File: config.mk
export PLATFORM = sky130hd
export DESIGN_NAME = pfc_manual_fet_command
export DESIGN_NICKNAME = d
export VERILOG_FILES = /design/src/logic/pfc_pkg.sv /design/src/logic/pfc_prot_if.sv /design/src/logic/pfc_manual_fet_command.sv /design/src/logic/pfc_prot_channel.sv
export SDC_FILE = /design/constraint.sdc
export NUM_CORES = 1
export LEC_CHECK = 0
export BUFFER_PORTS_ARGS = -buffer_cell sky130_fd_sc_hd__buf_2
export CAP_MARGIN = 20
export CORE_MARGIN = 1
export CORE_UTILIZATION = 57
export CTS_CLUSTER_DIAMETER = 80
export CTS_CLUSTER_SIZE = 8
export DETAILED_ROUTE_END_ITERATION = 6
export PLACE_DENSITY_LB_ADDON = 0.12
export RECOVER_POWER = 50
export SLEW_MARGIN = 20
export SYNTH_ARGS = -nofsm -noshare
export SYNTH_HDL_FRONTEND = slang
export SYNTH_HIERARCHICAL = 1
export SYNTH_SLANG_ARGS = --single-unit
export TNS_END_PERCENT = 10
File: constraint.sdc
create_clock -name clk -period 3.1 [get_ports clk]
set_input_delay 0.31 -clock clk [delete_from_list [all_inputs] [get_ports clk]]
set_output_delay 0.31 -clock clk [all_outputs]
set_load 0.05 [all_outputs]
File: src/logic/pfc_pkg.sv
// Package for the protection Manual_fet_command block: command codes, register offsets,
// field positions, reset values and state encodings.
// Assumes a command decoder outside that presents byte writes and reads by code.
package pfc_pkg;

  localparam logic [7:0]  FAULT_STATUS_TEMP_DIAG_OFS = 8'h05;
  localparam logic [7:0]  MANUAL_FET_COMMAND_OFS     = 8'h29;
  localparam logic [7:0]  BATTERY_STATUS_OFS         = 8'h12;
  localparam logic [7:0]  DSG_PWM_CONTROL_OFS        = 8'h6A;
  localparam logic [7:0]  CHG_PWM_CONTROL_OFS        = 8'h6C;
  localparam logic [15:0] FET_ENABLE_SUBCMD          = 16'h0022;

  // Manual FET command field positions
  localparam int CMD_CHARGE_FORCE_OFF_BIT = 3;
  localparam int CMD_DISCHARGE_FORCE_OFF_BIT = 2;
  localparam int CMD_CHARGE_FORCE_ON_BIT  = 1;
  localparam int CMD_DISCHARGE_FORCE_ON_BIT  = 0;
  localparam logic [3:0] MANUAL_CMD_RESET = 4'h0;

  // Fault status byte positions, top to bottom
  localparam int FS_OTD_BIT   = 7;
  localparam int FS_OTC_BIT   = 6;
  localparam int FS_UTD_BIT   = 5;
  localparam int FS_UTC_BIT   = 4;
  localparam int FS_INTERNAL_OVERTEMP_FAULT_BIT = 3;
  localparam int FS_HWD_BIT   = 2;
  localparam int FS_VREF_BIT  = 1;
  localparam int FS_VSS_BIT   = 0;

  // Battery status word driver bits (low byte)
  localparam int BS_CHG_BIT = 3;
  localparam int BS_DSG_BIT = 2;

  localparam logic AUTO_MODE_RESET = 1'b0;

  typedef enum logic [0:0] {PFC_NORMAL, PFC_SLEEP} pfc_power_type;

endpackage

File: src/logic/pfc_prot_if.sv
// Interface carrying one protection channel's condition and its alert/fault results.
// Assumes the channel's delay count is held steady by the owner.
`timescale 1ns/1ps
interface pfc_prot_if;
  logic overThreshold;
  logic protEnable;
  logic [7:0] delayCount;
  logic alert;
  logic fault;
  modport chan (input overThreshold, input protEnable, input delayCount, output alert, output fault);
  modport owner (output overThreshold, output protEnable, output delayCount, input alert, input fault);
endinterface

File: src/logic/pfc_manual_fet_command.sv
// Protection Manual_fet_command: decides charge and discharge driver state from faults,
// autonomous mode, host commands, body-diode protection and sleep; PWM mode bits are held apart and do not gate the drivers.
// Assumes register writes, reads and subcommands arrive decoded, synchronous to clk;
// temperature/diagnostic conditions and current levels arrive on pins.
`timescale 1ns/1ps
module pfc_manual_fet_command
  import pfc_pkg::*;
#(
  parameter int NPROT = 8
)
(
  input  wire logic             clk,
  input  wire logic             rst,
  input  wire logic             regWrite,
  input  wire logic [7:0]       regAddr,
  input  wire logic [7:0]       regWdata,
  output logic      [7:0]       regRdata,
  input  wire logic             subcmdValid,
  input  wire logic [15:0]      subcmdCode,
  input  wire logic             cfgAutoModeInit,
  input  wire logic             cfgAutoModeLoad,
  input  wire logic             hostForceOffPermit,
  input  wire logic             hostForceOnPermit,
  input  wire logic             bodyDiodeProtectEn,
  input  wire logic             seriesFetConfig,
  input  wire logic             pwmEnable,
  input  wire logic             sleepChargeDriverOff,
  input  wire logic [NPROT-1:0] protEnable,
  input  wire logic [NPROT-1:0] chargeFetMask,
  input  wire logic [NPROT-1:0] dischargeFetMask,
  input  wire logic [NPROT-1:0] bothFetMask,
  input  wire logic [7:0]       protDelay,
  input  wire logic [NPROT-1:0] protConditionPin,
  input  wire logic             chargingCurrentPin,
  input  wire logic             dischargingCurrentPin,
  input  wire logic             belowSleepThresholdPin,
  output logic                  chargeDriver,
  output logic                  dischargeDriver,
  output logic                  chargePwmMode,
  output logic                  dischargePwmMode,
  output logic                  sleepMode,
  output logic      [7:0]       alertStatus
);

  typedef struct packed {
    logic [NPROT-1:0] condMeta;
    logic [NPROT-1:0] condSync;
    logic [2:0]       curMeta;
    logic [2:0]       curSync;
    logic             autoMode;
    logic [3:0]       manualCmd;
    logic             chgPwm;
    logic             dsgPwm;
    pfc_power_type    power;
    logic             chgDrv;
    logic             dsgDrv;
    logic [7:0]       rdata;
    logic [7:0]       alerts;
  } pfc_state_type;

  pfc_state_type st_reg;
  pfc_state_type st_next;

  logic [NPROT-1:0] faultVec;
  logic [NPROT-1:0] alertVec;

  // One channel per protection, fed from the synchronised pins
  for (genvar i = 0; i < NPROT; i++) begin : g_chan
    pfc_prot_if pi ();
    assign pi.overThreshold = st_reg.condSync[i];
    assign pi.protEnable    = protEnable[i];
    assign pi.delayCount    = protDelay;
    assign faultVec[i]      = pi.fault;
    assign alertVec[i]      = pi.alert;
    pfc_prot_channel u_chan (
      .clk (clk),
      .rst (rst),
      .p   (pi.chan)
    );
  end

  logic chgFaultOff;
  logic dsgFaultOff;
  logic chgForceOff;
  logic dsgForceOff;
  logic chgForceOn;
  logic dsgForceOn;
  logic charging;
  logic discharging;
  logic belowSleep;
  logic chgWant;
  logic dsgWant;
  logic [7:0] faultByte;

  always_comb begin
    charging    = st_reg.curSync[0];
    discharging = st_reg.curSync[1];
    belowSleep  = st_reg.curSync[2];
    // Mapped faults only; a fault not steered to a FET just reports
    chgFaultOff = |(faultVec & (chargeFetMask | bothFetMask));
    dsgFaultOff = |(faultVec & (dischargeFetMask | bothFetMask));
    chgForceOff = hostForceOffPermit & st_reg.manualCmd[CMD_CHARGE_FORCE_OFF_BIT];
    dsgForceOff = hostForceOffPermit & st_reg.manualCmd[CMD_DISCHARGE_FORCE_OFF_BIT];
    chgForceOn  = hostForceOnPermit & st_reg.manualCmd[CMD_CHARGE_FORCE_ON_BIT];
    dsgForceOn  = hostForceOnPermit & st_reg.manualCmd[CMD_DISCHARGE_FORCE_ON_BIT];
    faultByte   = '0;
    faultByte[NPROT-1:0] = faultVec;
  end

  always_comb begin
    st_next = st_reg;
    st_next.condMeta = protConditionPin;
    st_next.condSync = st_reg.condMeta;
    st_next.curMeta  = {belowSleepThresholdPin, dischargingCurrentPin, chargingCurrentPin};
    st_next.curSync  = st_reg.curMeta;
    st_next.alerts   = '0;
    st_next.alerts[NPROT-1:0] = alertVec;

    if (cfgAutoModeLoad) begin
      st_next.autoMode = cfgAutoModeInit;
    end else if (subcmdValid && subcmdCode == FET_ENABLE_SUBCMD) begin
      st_next.autoMode = !st_reg.autoMode;
    end

    // Written regardless of the autonomous bit; bits 7-4 reserved
    if (regWrite && regAddr == MANUAL_FET_COMMAND_OFS) begin
      st_next.manualCmd = regWdata[3:0];
    end
    if (regWrite && pwmEnable && regAddr == DSG_PWM_CONTROL_OFS) begin
      st_next.dsgPwm = regWdata[0];
    end
    if (regWrite && pwmEnable && regAddr == CHG_PWM_CONTROL_OFS) begin
      st_next.chgPwm = regWdata[0];
    end

    // Sleep only while current is small, any real current wakes
    unique case (st_reg.power)
      PFC_NORMAL: if (belowSleep && !charging && !discharging) st_next.power = PFC_SLEEP;
      PFC_SLEEP:  if (charging || discharging) st_next.power = PFC_NORMAL;
    endcase

    // Autonomous on, else manual force-on only
    chgWant = (st_reg.autoMode && !chgFaultOff) || chgForceOn;
    dsgWant = (st_reg.autoMode && !dsgFaultOff) || dsgForceOn;
    if (st_reg.power == PFC_SLEEP && sleepChargeDriverOff) begin
      chgWant = 1'b0;
    end
    // Force-off wins over force-on and autonomy alike
    if (chgForceOff) chgWant = 1'b0;
    if (dsgForceOff) dsgWant = 1'b0;
    // Body diode: enable the off FET when current flows through its diode
    if (bodyDiodeProtectEn && seriesFetConfig && (chgWant ^ dsgWant)) begin
      if (!dsgWant && charging) dsgWant = 1'b1;
      if (!chgWant && discharging) chgWant = 1'b1;
    end
    st_next.chgDrv = chgWant;
    st_next.dsgDrv = dsgWant;

    unique case (regAddr)
      FAULT_STATUS_TEMP_DIAG_OFS: st_next.rdata = faultByte;
      MANUAL_FET_COMMAND_OFS:     st_next.rdata = {4'h0, st_reg.manualCmd};
      BATTERY_STATUS_OFS: begin
        st_next.rdata = 8'h00;
        st_next.rdata[BS_CHG_BIT] = st_reg.chgDrv;
        st_next.rdata[BS_DSG_BIT] = st_reg.dsgDrv;
      end
      default:                    st_next.rdata = 8'h00;
    endcase
  end

  always_ff @(posedge clk) begin
    if (rst) begin
      st_reg           <= '0;
      st_reg.autoMode  <= AUTO_MODE_RESET;
      st_reg.manualCmd <= MANUAL_CMD_RESET;
      st_reg.power     <= PFC_NORMAL;
    end else begin
      st_reg <= st_next;
    end
  end

  // PWM on both drivers is the host's burden and is not blocked here
  assign chargeDriver     = st_reg.chgDrv;
  assign dischargeDriver  = st_reg.dsgDrv;
  assign chargePwmMode    = st_reg.chgPwm;
  assign dischargePwmMode = st_reg.dsgPwm;
  assign sleepMode        = (st_reg.power == PFC_SLEEP);
  assign regRdata         = st_reg.rdata;
  assign alertStatus      = st_reg.alerts;

  a_autooff_manual_off: assert property (@(posedge clk) disable iff (rst)
    !st_reg.autoMode && !(hostForceOnPermit && st_reg.manualCmd[CMD_CHARGE_FORCE_ON_BIT]) && !bodyDiodeProtectEn
    |=> !chargeDriver) else $error("charge on without auto or manual");
  a_force_off_chg: assert property (@(posedge clk) disable iff (rst)
    hostForceOffPermit && st_reg.manualCmd[CMD_CHARGE_FORCE_OFF_BIT] && !bodyDiodeProtectEn |=> !chargeDriver)
    else $error("charge force-off ignored");
  a_force_off_dsg: assert property (@(posedge clk) disable iff (rst)
    hostForceOffPermit && st_reg.manualCmd[CMD_DISCHARGE_FORCE_OFF_BIT] && !bodyDiodeProtectEn |=> !dischargeDriver)
    else $error("discharge force-off ignored");
  a_force_on_chg: assert property (@(posedge clk) disable iff (rst)
    hostForceOnPermit && st_reg.manualCmd[CMD_CHARGE_FORCE_ON_BIT] && !chgForceOff
    && !(st_reg.power == PFC_SLEEP && sleepChargeDriverOff) |=> chargeDriver)
    else $error("charge force-on ignored");
  a_force_on_dsg: assert property (@(posedge clk) disable iff (rst)
    hostForceOnPermit && st_reg.manualCmd[CMD_DISCHARGE_FORCE_ON_BIT] && !dsgForceOff |=> dischargeDriver)
    else $error("discharge force-on ignored");
  a_fault_off_dsg: assert property (@(posedge clk) disable iff (rst)
    dsgFaultOff && !dsgForceOn && !bodyDiodeProtectEn |=> !dischargeDriver)
    else $error("mapped fault left discharge on");
  a_toggle_auto: assert property (@(posedge clk) disable iff (rst)
    subcmdValid && subcmdCode == FET_ENABLE_SUBCMD && !cfgAutoModeLoad |=> st_reg.autoMode != $past(st_reg.autoMode))
    else $error("auto bit not toggled");
  a_pwm_gated: assert property (@(posedge clk) disable iff (rst)
    !pwmEnable |=> $stable(chargePwmMode) && $stable(dischargePwmMode))
    else $error("PWM changed without enable");
  a_status_drivers: assert property (@(posedge clk) disable iff (rst)
    regAddr == BATTERY_STATUS_OFS |=> regRdata[BS_CHG_BIT] == $past(chargeDriver))
    else $error("battery status mismatches driver");
  a_status_dsg_bit: assert property (@(posedge clk) disable iff (rst)
    regAddr == BATTERY_STATUS_OFS |=> regRdata[BS_DSG_BIT] == $past(dischargeDriver))
    else $error("battery status mismatches discharge driver");
  a_cmd_holds: assert property (@(posedge clk) disable iff (rst)
    !(regWrite && regAddr == MANUAL_FET_COMMAND_OFS) |=> $stable(st_reg.manualCmd))
    else $error("manual bits changed without write");
  a_sleep_charge_force_off: assert property (@(posedge clk) disable iff (rst)
    sleepMode && sleepChargeDriverOff && !bodyDiodeProtectEn |=> !chargeDriver)
    else $error("charge on in sleep");
  a_wake_on_current: assert property (@(posedge clk) disable iff (rst)
    sleepMode && (charging || discharging) |=> !sleepMode)
    else $error("no wake on current");

endmodule

File: src/logic/pfc_prot_channel.sv
// One protection channel: alert on first crossing when the delay exceeds 1, fault after the programmed delay.
// Assumes overThreshold is already synchronous to clk; recovery is the condition clearing.
`timescale 1ns/1ps
module pfc_prot_channel
  import pfc_pkg::*;
(
  input wire logic clk,
  input wire logic rst,
  pfc_prot_if.chan p
);
  typedef struct packed {
    logic       alert;
    logic       fault;
    logic [7:0] count;
  } pfc_chan_type;

  pfc_chan_type st_reg;
  pfc_chan_type st_next;

  always_comb begin
    st_next = st_reg;
    if (!p.protEnable || !p.overThreshold) begin
      st_next.alert = 1'b0;
      st_next.fault = 1'b0;
      st_next.count = 8'h00;
    end else if (!st_reg.fault) begin
      // Alert on first crossing when the delay exceeds 1, fault once the delay has run out
      if (st_reg.count + 8'h01 >= p.delayCount) begin
        st_next.fault = 1'b1;
        st_next.alert = 1'b0;
      end else begin
        st_next.alert = 1'b1;
        st_next.count = st_reg.count + 8'h01;
      end
    end
  end

  always_ff @(posedge clk) begin
    if (rst) begin
      st_reg <= '0;
    end else begin
      st_reg <= st_next;
    end
  end

  assign p.alert = st_reg.alert;
  assign p.fault = st_reg.fault;

  a_fault_clears_alert: assert property (@(posedge clk) disable iff (rst)
    st_reg.fault |-> !st_reg.alert) else $error("alert stands with fault");
  a_alert_precedes_fault: assert property (@(posedge clk) disable iff (rst)
    $rose(st_reg.fault) && p.delayCount > 8'h01 |-> $past(st_reg.alert))
    else $error("fault without prior alert");

endmodule

# After elaboration in Yosys (flattened, before gate mapping)
# Index checks and enable logic that the tools add are counted.
[word_totals]
word_cells = 197
regBits = 128
out_inout_bits = 21
input_bits = 95
[classes]
n_reduce_logical = 67
n_bitwise = 26
muxes = 45
eq_ne = 6
magnitude_cmp = 8
add_sub_neg = 8
[ops]
columns = ["cell", "count"]
rows = [
  ["two-way mux 9 bit", 8],
  ["adder 8 x 1 -> 8 bit, second input constant", 8],
  [">= comparator 8 bit", 8],
  ["two-way mux 8 bit", 8],
  ["two-way mux 1 bit", 27],
  ["one-hot mux 8 bit (3 select lines)", 1],
  ["logical NOT 1 bit", 23],
  ["inverter 1 bit", 17],
  ["bitwise AND 8 bit", 2],
  ["== test 16 x 6 -> 1 bit, second input constant", 1],
  ["== test 8 x 7 -> 1 bit, second input constant", 2],
  ["OR 8 bit", 2],
  ["AND reduction 2 bit", 8],
  ["OR reduction 2 bit", 8],
  ["OR reduction 8 bit", 2],
  ["logical AND 1 bit", 14],
  ["logical OR 1 bit", 11],
  ["== test 8 x 3 -> 1 bit, second input constant", 1],
  ["== test 8 x 5 -> 1 bit, second input constant", 1],
  ["== test 8 x 6 -> 1 bit, second input constant", 1],
  ["bitwise AND 1 bit", 4],
  ["one-hot mux 1 bit (2 select lines)", 1],
  ["nonzero test 2 bit", 1],
  ["XOR 1 bit", 1],
]

# Longest topological paths before layout
[logic_depth]
word_depth = 12
mapped_depth = 12
ltp_nobuf = 11

# Modules after synthesis
# The synthesis kept the hierarchy.
[modules_own_cells]
columns = ["mod", "cells_per_inst", "instances", "area_per_inst_um2", "seq_area_each_um2"]
rows = [
  ["pfc_prot_channel", 82, 8, 665.6, 200.2],
  ["pfc_manual_fet_command", 185, 1, 1859.3, 960.9],
]

# Worst setup path after synthesis
# OpenSTA, ideal clock, no wires.
[synth_timing]
path_kind = "flip-flop to flip-flop"
start = "register g_chan[0].u_chan/st_reg[0] in the netlist's numbering"
end = "register g_chan[0].u_chan/st_reg[4] in the netlist's numbering"
path_stages_with_launch = 13
period_less_slack_ns = 2.402
setup_time_ns = 0.128
path_slack_ns = 0.698
arrival_ns = 2.274
path_buffers = 1
required_ns = 2.972
path_cell_list = "dfxtp_1 ha_1 nand3_1 inv_1 nand3_1 xnor2_1 ha_1 a21o_1 a211oi_1 o31ai_2 buf_2 o21ai_0 a21oi_1"
[synth_via]
elab_chain_cells = 4
[synth_lines]
columns = ["element", "line", "source"]
rows = [
  ["start, declared", "pfc_prot_channel.sv:17", "pfc_chan_type st_reg;"],
  ["start signal, assigned", "pfc_prot_channel.sv:42", "st_reg <= st_next;"],
  ["adder 8 x 1 -> 8 bit *", "pfc_prot_channel.sv:28, pfc_prot_channel.sv:33", ""],
  [">= comparator 8 bit", "pfc_prot_channel.sv:28", "if (st_reg.count + 8'h01 >= p.delayCount) begin"],
  ["inverter 1 bit (no line)", "n/a", ""],
  ["AND reduction 2 bit (no line)", "n/a", ""],
]
# Mark *: on every way between the ends. The rest lies on a longest branch, timed or not.
# A chain may end at the register's enable or synchronous reset.

# Worst setup path after layout
[layout_timing]
start = "register g_chan[5].u_chan/st_reg[0] in the netlist's numbering"
end = "register g_chan[5].u_chan/st_reg[3] in the netlist's numbering"
[layout_via]
elab_chain_cells = 4
[layout_lines]
columns = ["element", "line"]
rows = [
  ["start, declared", "pfc_prot_channel.sv:17"],
  ["start signal, assigned", "pfc_prot_channel.sv:42"],
  ["adder 8 x 1 -> 8 bit *", "pfc_prot_channel.sv:28, pfc_prot_channel.sv:33"],
  [">= comparator 8 bit", "pfc_prot_channel.sv:28"],
  ["inverter 1 bit (no line)", "n/a"],
  ["AND reduction 2 bit (no line)", "n/a"],
]
# Marks and branches as above.

==> reports/qor.csv <==
metric,value,unit
setup tns final,0,ns
# IOs,116,
number of global-route vias before repair,5943,
leakage power,3.69,nW
Yosys top cell by area,dfxtp_1,
"Seq/Total Area, Yosys",35.7,%
commonest cells in the netlist,"dfxtp_1 (128), inv_1 (82), ha_1 (72)",
Die Ht,114,um
"Hold Vio Cnt, Final",0,
synth warn,6,
crit-path max FO,17,
R2R Setup Slk,0.16,ns
RSZ-0062 raised after global routing,true,
Post-CTS Hold Buffers,0,
failing checks,"max-capacitance violations, max-slew violations",
"flops & latches, synth",128,
Port Buffers,111,
pin count of the biggest net entering global routing,36,
layout cells sized above 1,15.1,%
DRT iter0 DRCs,311,
status,"finished, violations left",
VDD IR max,440,uV
Worst-Margin Slew,1.51,ns
Place WS,0.222,ns
Vias/cell,5.55,
Synth Net Count,1008,
Post-synth EDFFs,0,
via count,6209,
WL per Instance,14.5,um
synth top area cells,"dfxtp_1 (36%), ha_1 (13%), or3_1 (5.0%)",
antenna-violating nets left,0,
FMAX,341,MHz
post-synthesis xor/xnor area fraction,6.83,%
Slew HR,-0.586,%
"Cell Area, Synth",7180,um^2
area of the multi-input gates,4130,um^2
TritonCTS Buffers,17,
FF-to-FF End,g_chan[5].u_chan/st_reg[3]$_SDFFE_PP0P_,
Post-Route WL,16200,um
RR Startpoint,g_chan[5].u_chan/st_reg[0]$_SDFFE_PP0P_,
clock buffer depth,2,
Clock Latency Late Sink,0.41,ns
CTS tree,yes,
synthesized area per cell,8.54,um^2
"Top FF cell, synth",dfxtp_1,
DRT Pass-1 Iters,4,
grt total ovfl,0,
Post-Synth Adder-Cell Area,12.5,%
Mapped Cells,841,
crit end category,register,
most frequent cell after synthesis,dfxtp_1,
Die X-Extent,114,um
max FFs per register,64,
post-synthesis mux area share,0.836,%
Nets,1104,
Reg area,2560,um^2
drt drc,0,
fin. max-slew vios,36,
Yosys cell types,46,
H-tree Lvls,4,
Area Overhead vs Synth,15.2,%
Simple-Gate Fraction of Synth Area,20.8,%
Final Setup Violations,0,
Worst R2R Path Depth,10,
initial core utilization,59.1,%
Critical Path Start,g_chan[5].u_chan/st_reg[0]$_SDFFE_PP0P_,
Setup crit start kind,register,
post-layout min period,2.94,ns
Tot Pwr,3.65,mW
global-route total usage across every layer,25.8,%
ys async rst share,0,%
Worst Slack Setup Final,0.164,ns
number of setup buffers added after CTS,0,
clock sink count,128,
clk root buf,clkbuf_16,
Max Cap Violations,1,
power density over cell area,441,nW/um^2
Site Rows,40,
fin crit share,94.7,%
main combinational cell family by area after synthesis,simple AND/OR/NAND/NOR gates,
Detail Placement HPWL,11800,um
diode count,0,
final core utilization,68.0,%
Synth Area in Compound Gates,16.2,%
Worst-path clk slew,0.05,ns
Core ar.,12200,um^2
Setup CP Type,reg -> reg,
first-pass GRT wire length,26300,um
Die Area,13100,um^2
initial antenna violation count,0,
top-area cell type share of the netlist area,35.7,%
data required time at the worst endpoint,3.43,ns
CP arrival,3.26,ns
Final GP Congestion,0.851,
hold path start,protConditionPin[4],
Hold WC Path Type,in -> reg,
"Endpoint, Worst Hold",st_next[36]$_SDFF_PP0_,
worst hold path depth,2,
skew final,0.00434,ns
Filler cells,1018,
-- critical path, stage by stage, from the launching register on --
cell	delay (ns)
dfxtp_1	0.40
ha_1	0.24
nand3_1	0.16
inv_1	0.08
nand3_1	0.13
xnor2_1	0.16
ha_1	0.29
nand3_1	0.09
o31ai_2	0.85
o21ai_1	0.21
a21oi_1	0.23
-- kinds of logic (layout without fill, tap and decap cells) --
family	Yosys count	in the layout
flip-flops	128	128
adder cells (fa/ha/maj)	72	72
AND/OR/NAND/NOR	267	267
multiplexers	6	6
AO/OA/AOI/OAI	193	193
XOR/XNOR	56	56
buffers and inverters	119	228
-- area by class of cell --
type                       count  area share [%]
clock buffer                  25            5.87
tap                          168            2.54
sequential                   128            31.0
clock inverter                 7           0.423
multi-input combinational    594            49.9
inverter                      82            3.72
timing repair buffer         114            6.55
-- stage by stage --
stage | instance area [um^2] | cells | hold WS [ns]
final | 8270 | 1118 | 0.102
after global routing | 8270 | 1118 | 0.100
after CTS | 8280 | 1117 | 0.0895
after detailed placement | 7760 | 1085 | 0.413
after global placement | 7760 | 1085 | 0.413
after floorplan | 7180 | 841 | 0.399
-- cell usage in the layout (no fill, tap or decap), types with 9 or more instances in the layout --
cell / n
or4_1: 9
or3_1: 57
nor2b_1: 30
clkbuf_16: 17
clkbuf_1: 30
ha_1: 72
nand2_1: 36
dfxtp_1: 128
a21o_1: 9
nand3_1: 49
o21ai_0: 25
xor2_1: 24
xnor2_1: 32
nand2b_1: 9
a21oi_1: 66
buf_2: 88
inv_1: 82
o21ai_1: 47
nor2_1: 34
-- how the worst max path moves through the flow --
stage,slack (ns),to,cells after the start
global route,-0.03,g_chan[5].u_chan/st_reg[3]$_SDFFE_PP0P_,9
finish,0.16,g_chan[5].u_chan/st_reg[3]$_SDFFE_PP0P_,10
CTS,0.18,g_chan[0].u_chan/st_reg[4]$_SDFFE_PP0P_,11
global placement,0.41,g_chan[1].u_chan/st_reg[2]$_SDFFE_PP0P_,11
detailed placement,0.22,g_chan[6].u_chan/st_reg[7]$_SDFFE_PP0P_,11
floorplan,0.70,g_chan[0].u_chan/st_reg[4]$_SDFFE_PP0P_,12
-- report_power, final --
part | switching, mW | total (mW) | internal (mW) | leakage [nW]
sequential | 0.00952 | 1.68 | 1.67 | 1.04
combinational | 0.131 | 0.230 | 0.0982 | 2.39
clock | 0.673 | 1.75 | 1.07 | 0.264
-- timing repair --
item,4_1_cts,5_1_grt
gates resized for setup,0,6
hold endpoints to repair,0,0
endpoints found under the setup margin,0,19
-- routing by layer --
metal | part of all wire, % | track usage (%) | vias up | wire, um
li1 | - | - | 3116 | -
met1 | 44 | 29.3 | 2913 | 7100
met2 | 50 | 47.4 | 158 | 8040
met3 | 4.9 | 5.77 | 22 | 795
met4 | 1.6 | 8.83 | 0 | 253
met5 | 0 | 0 | - | 0
No activity file was read; power rests on OpenSTA's default activity.
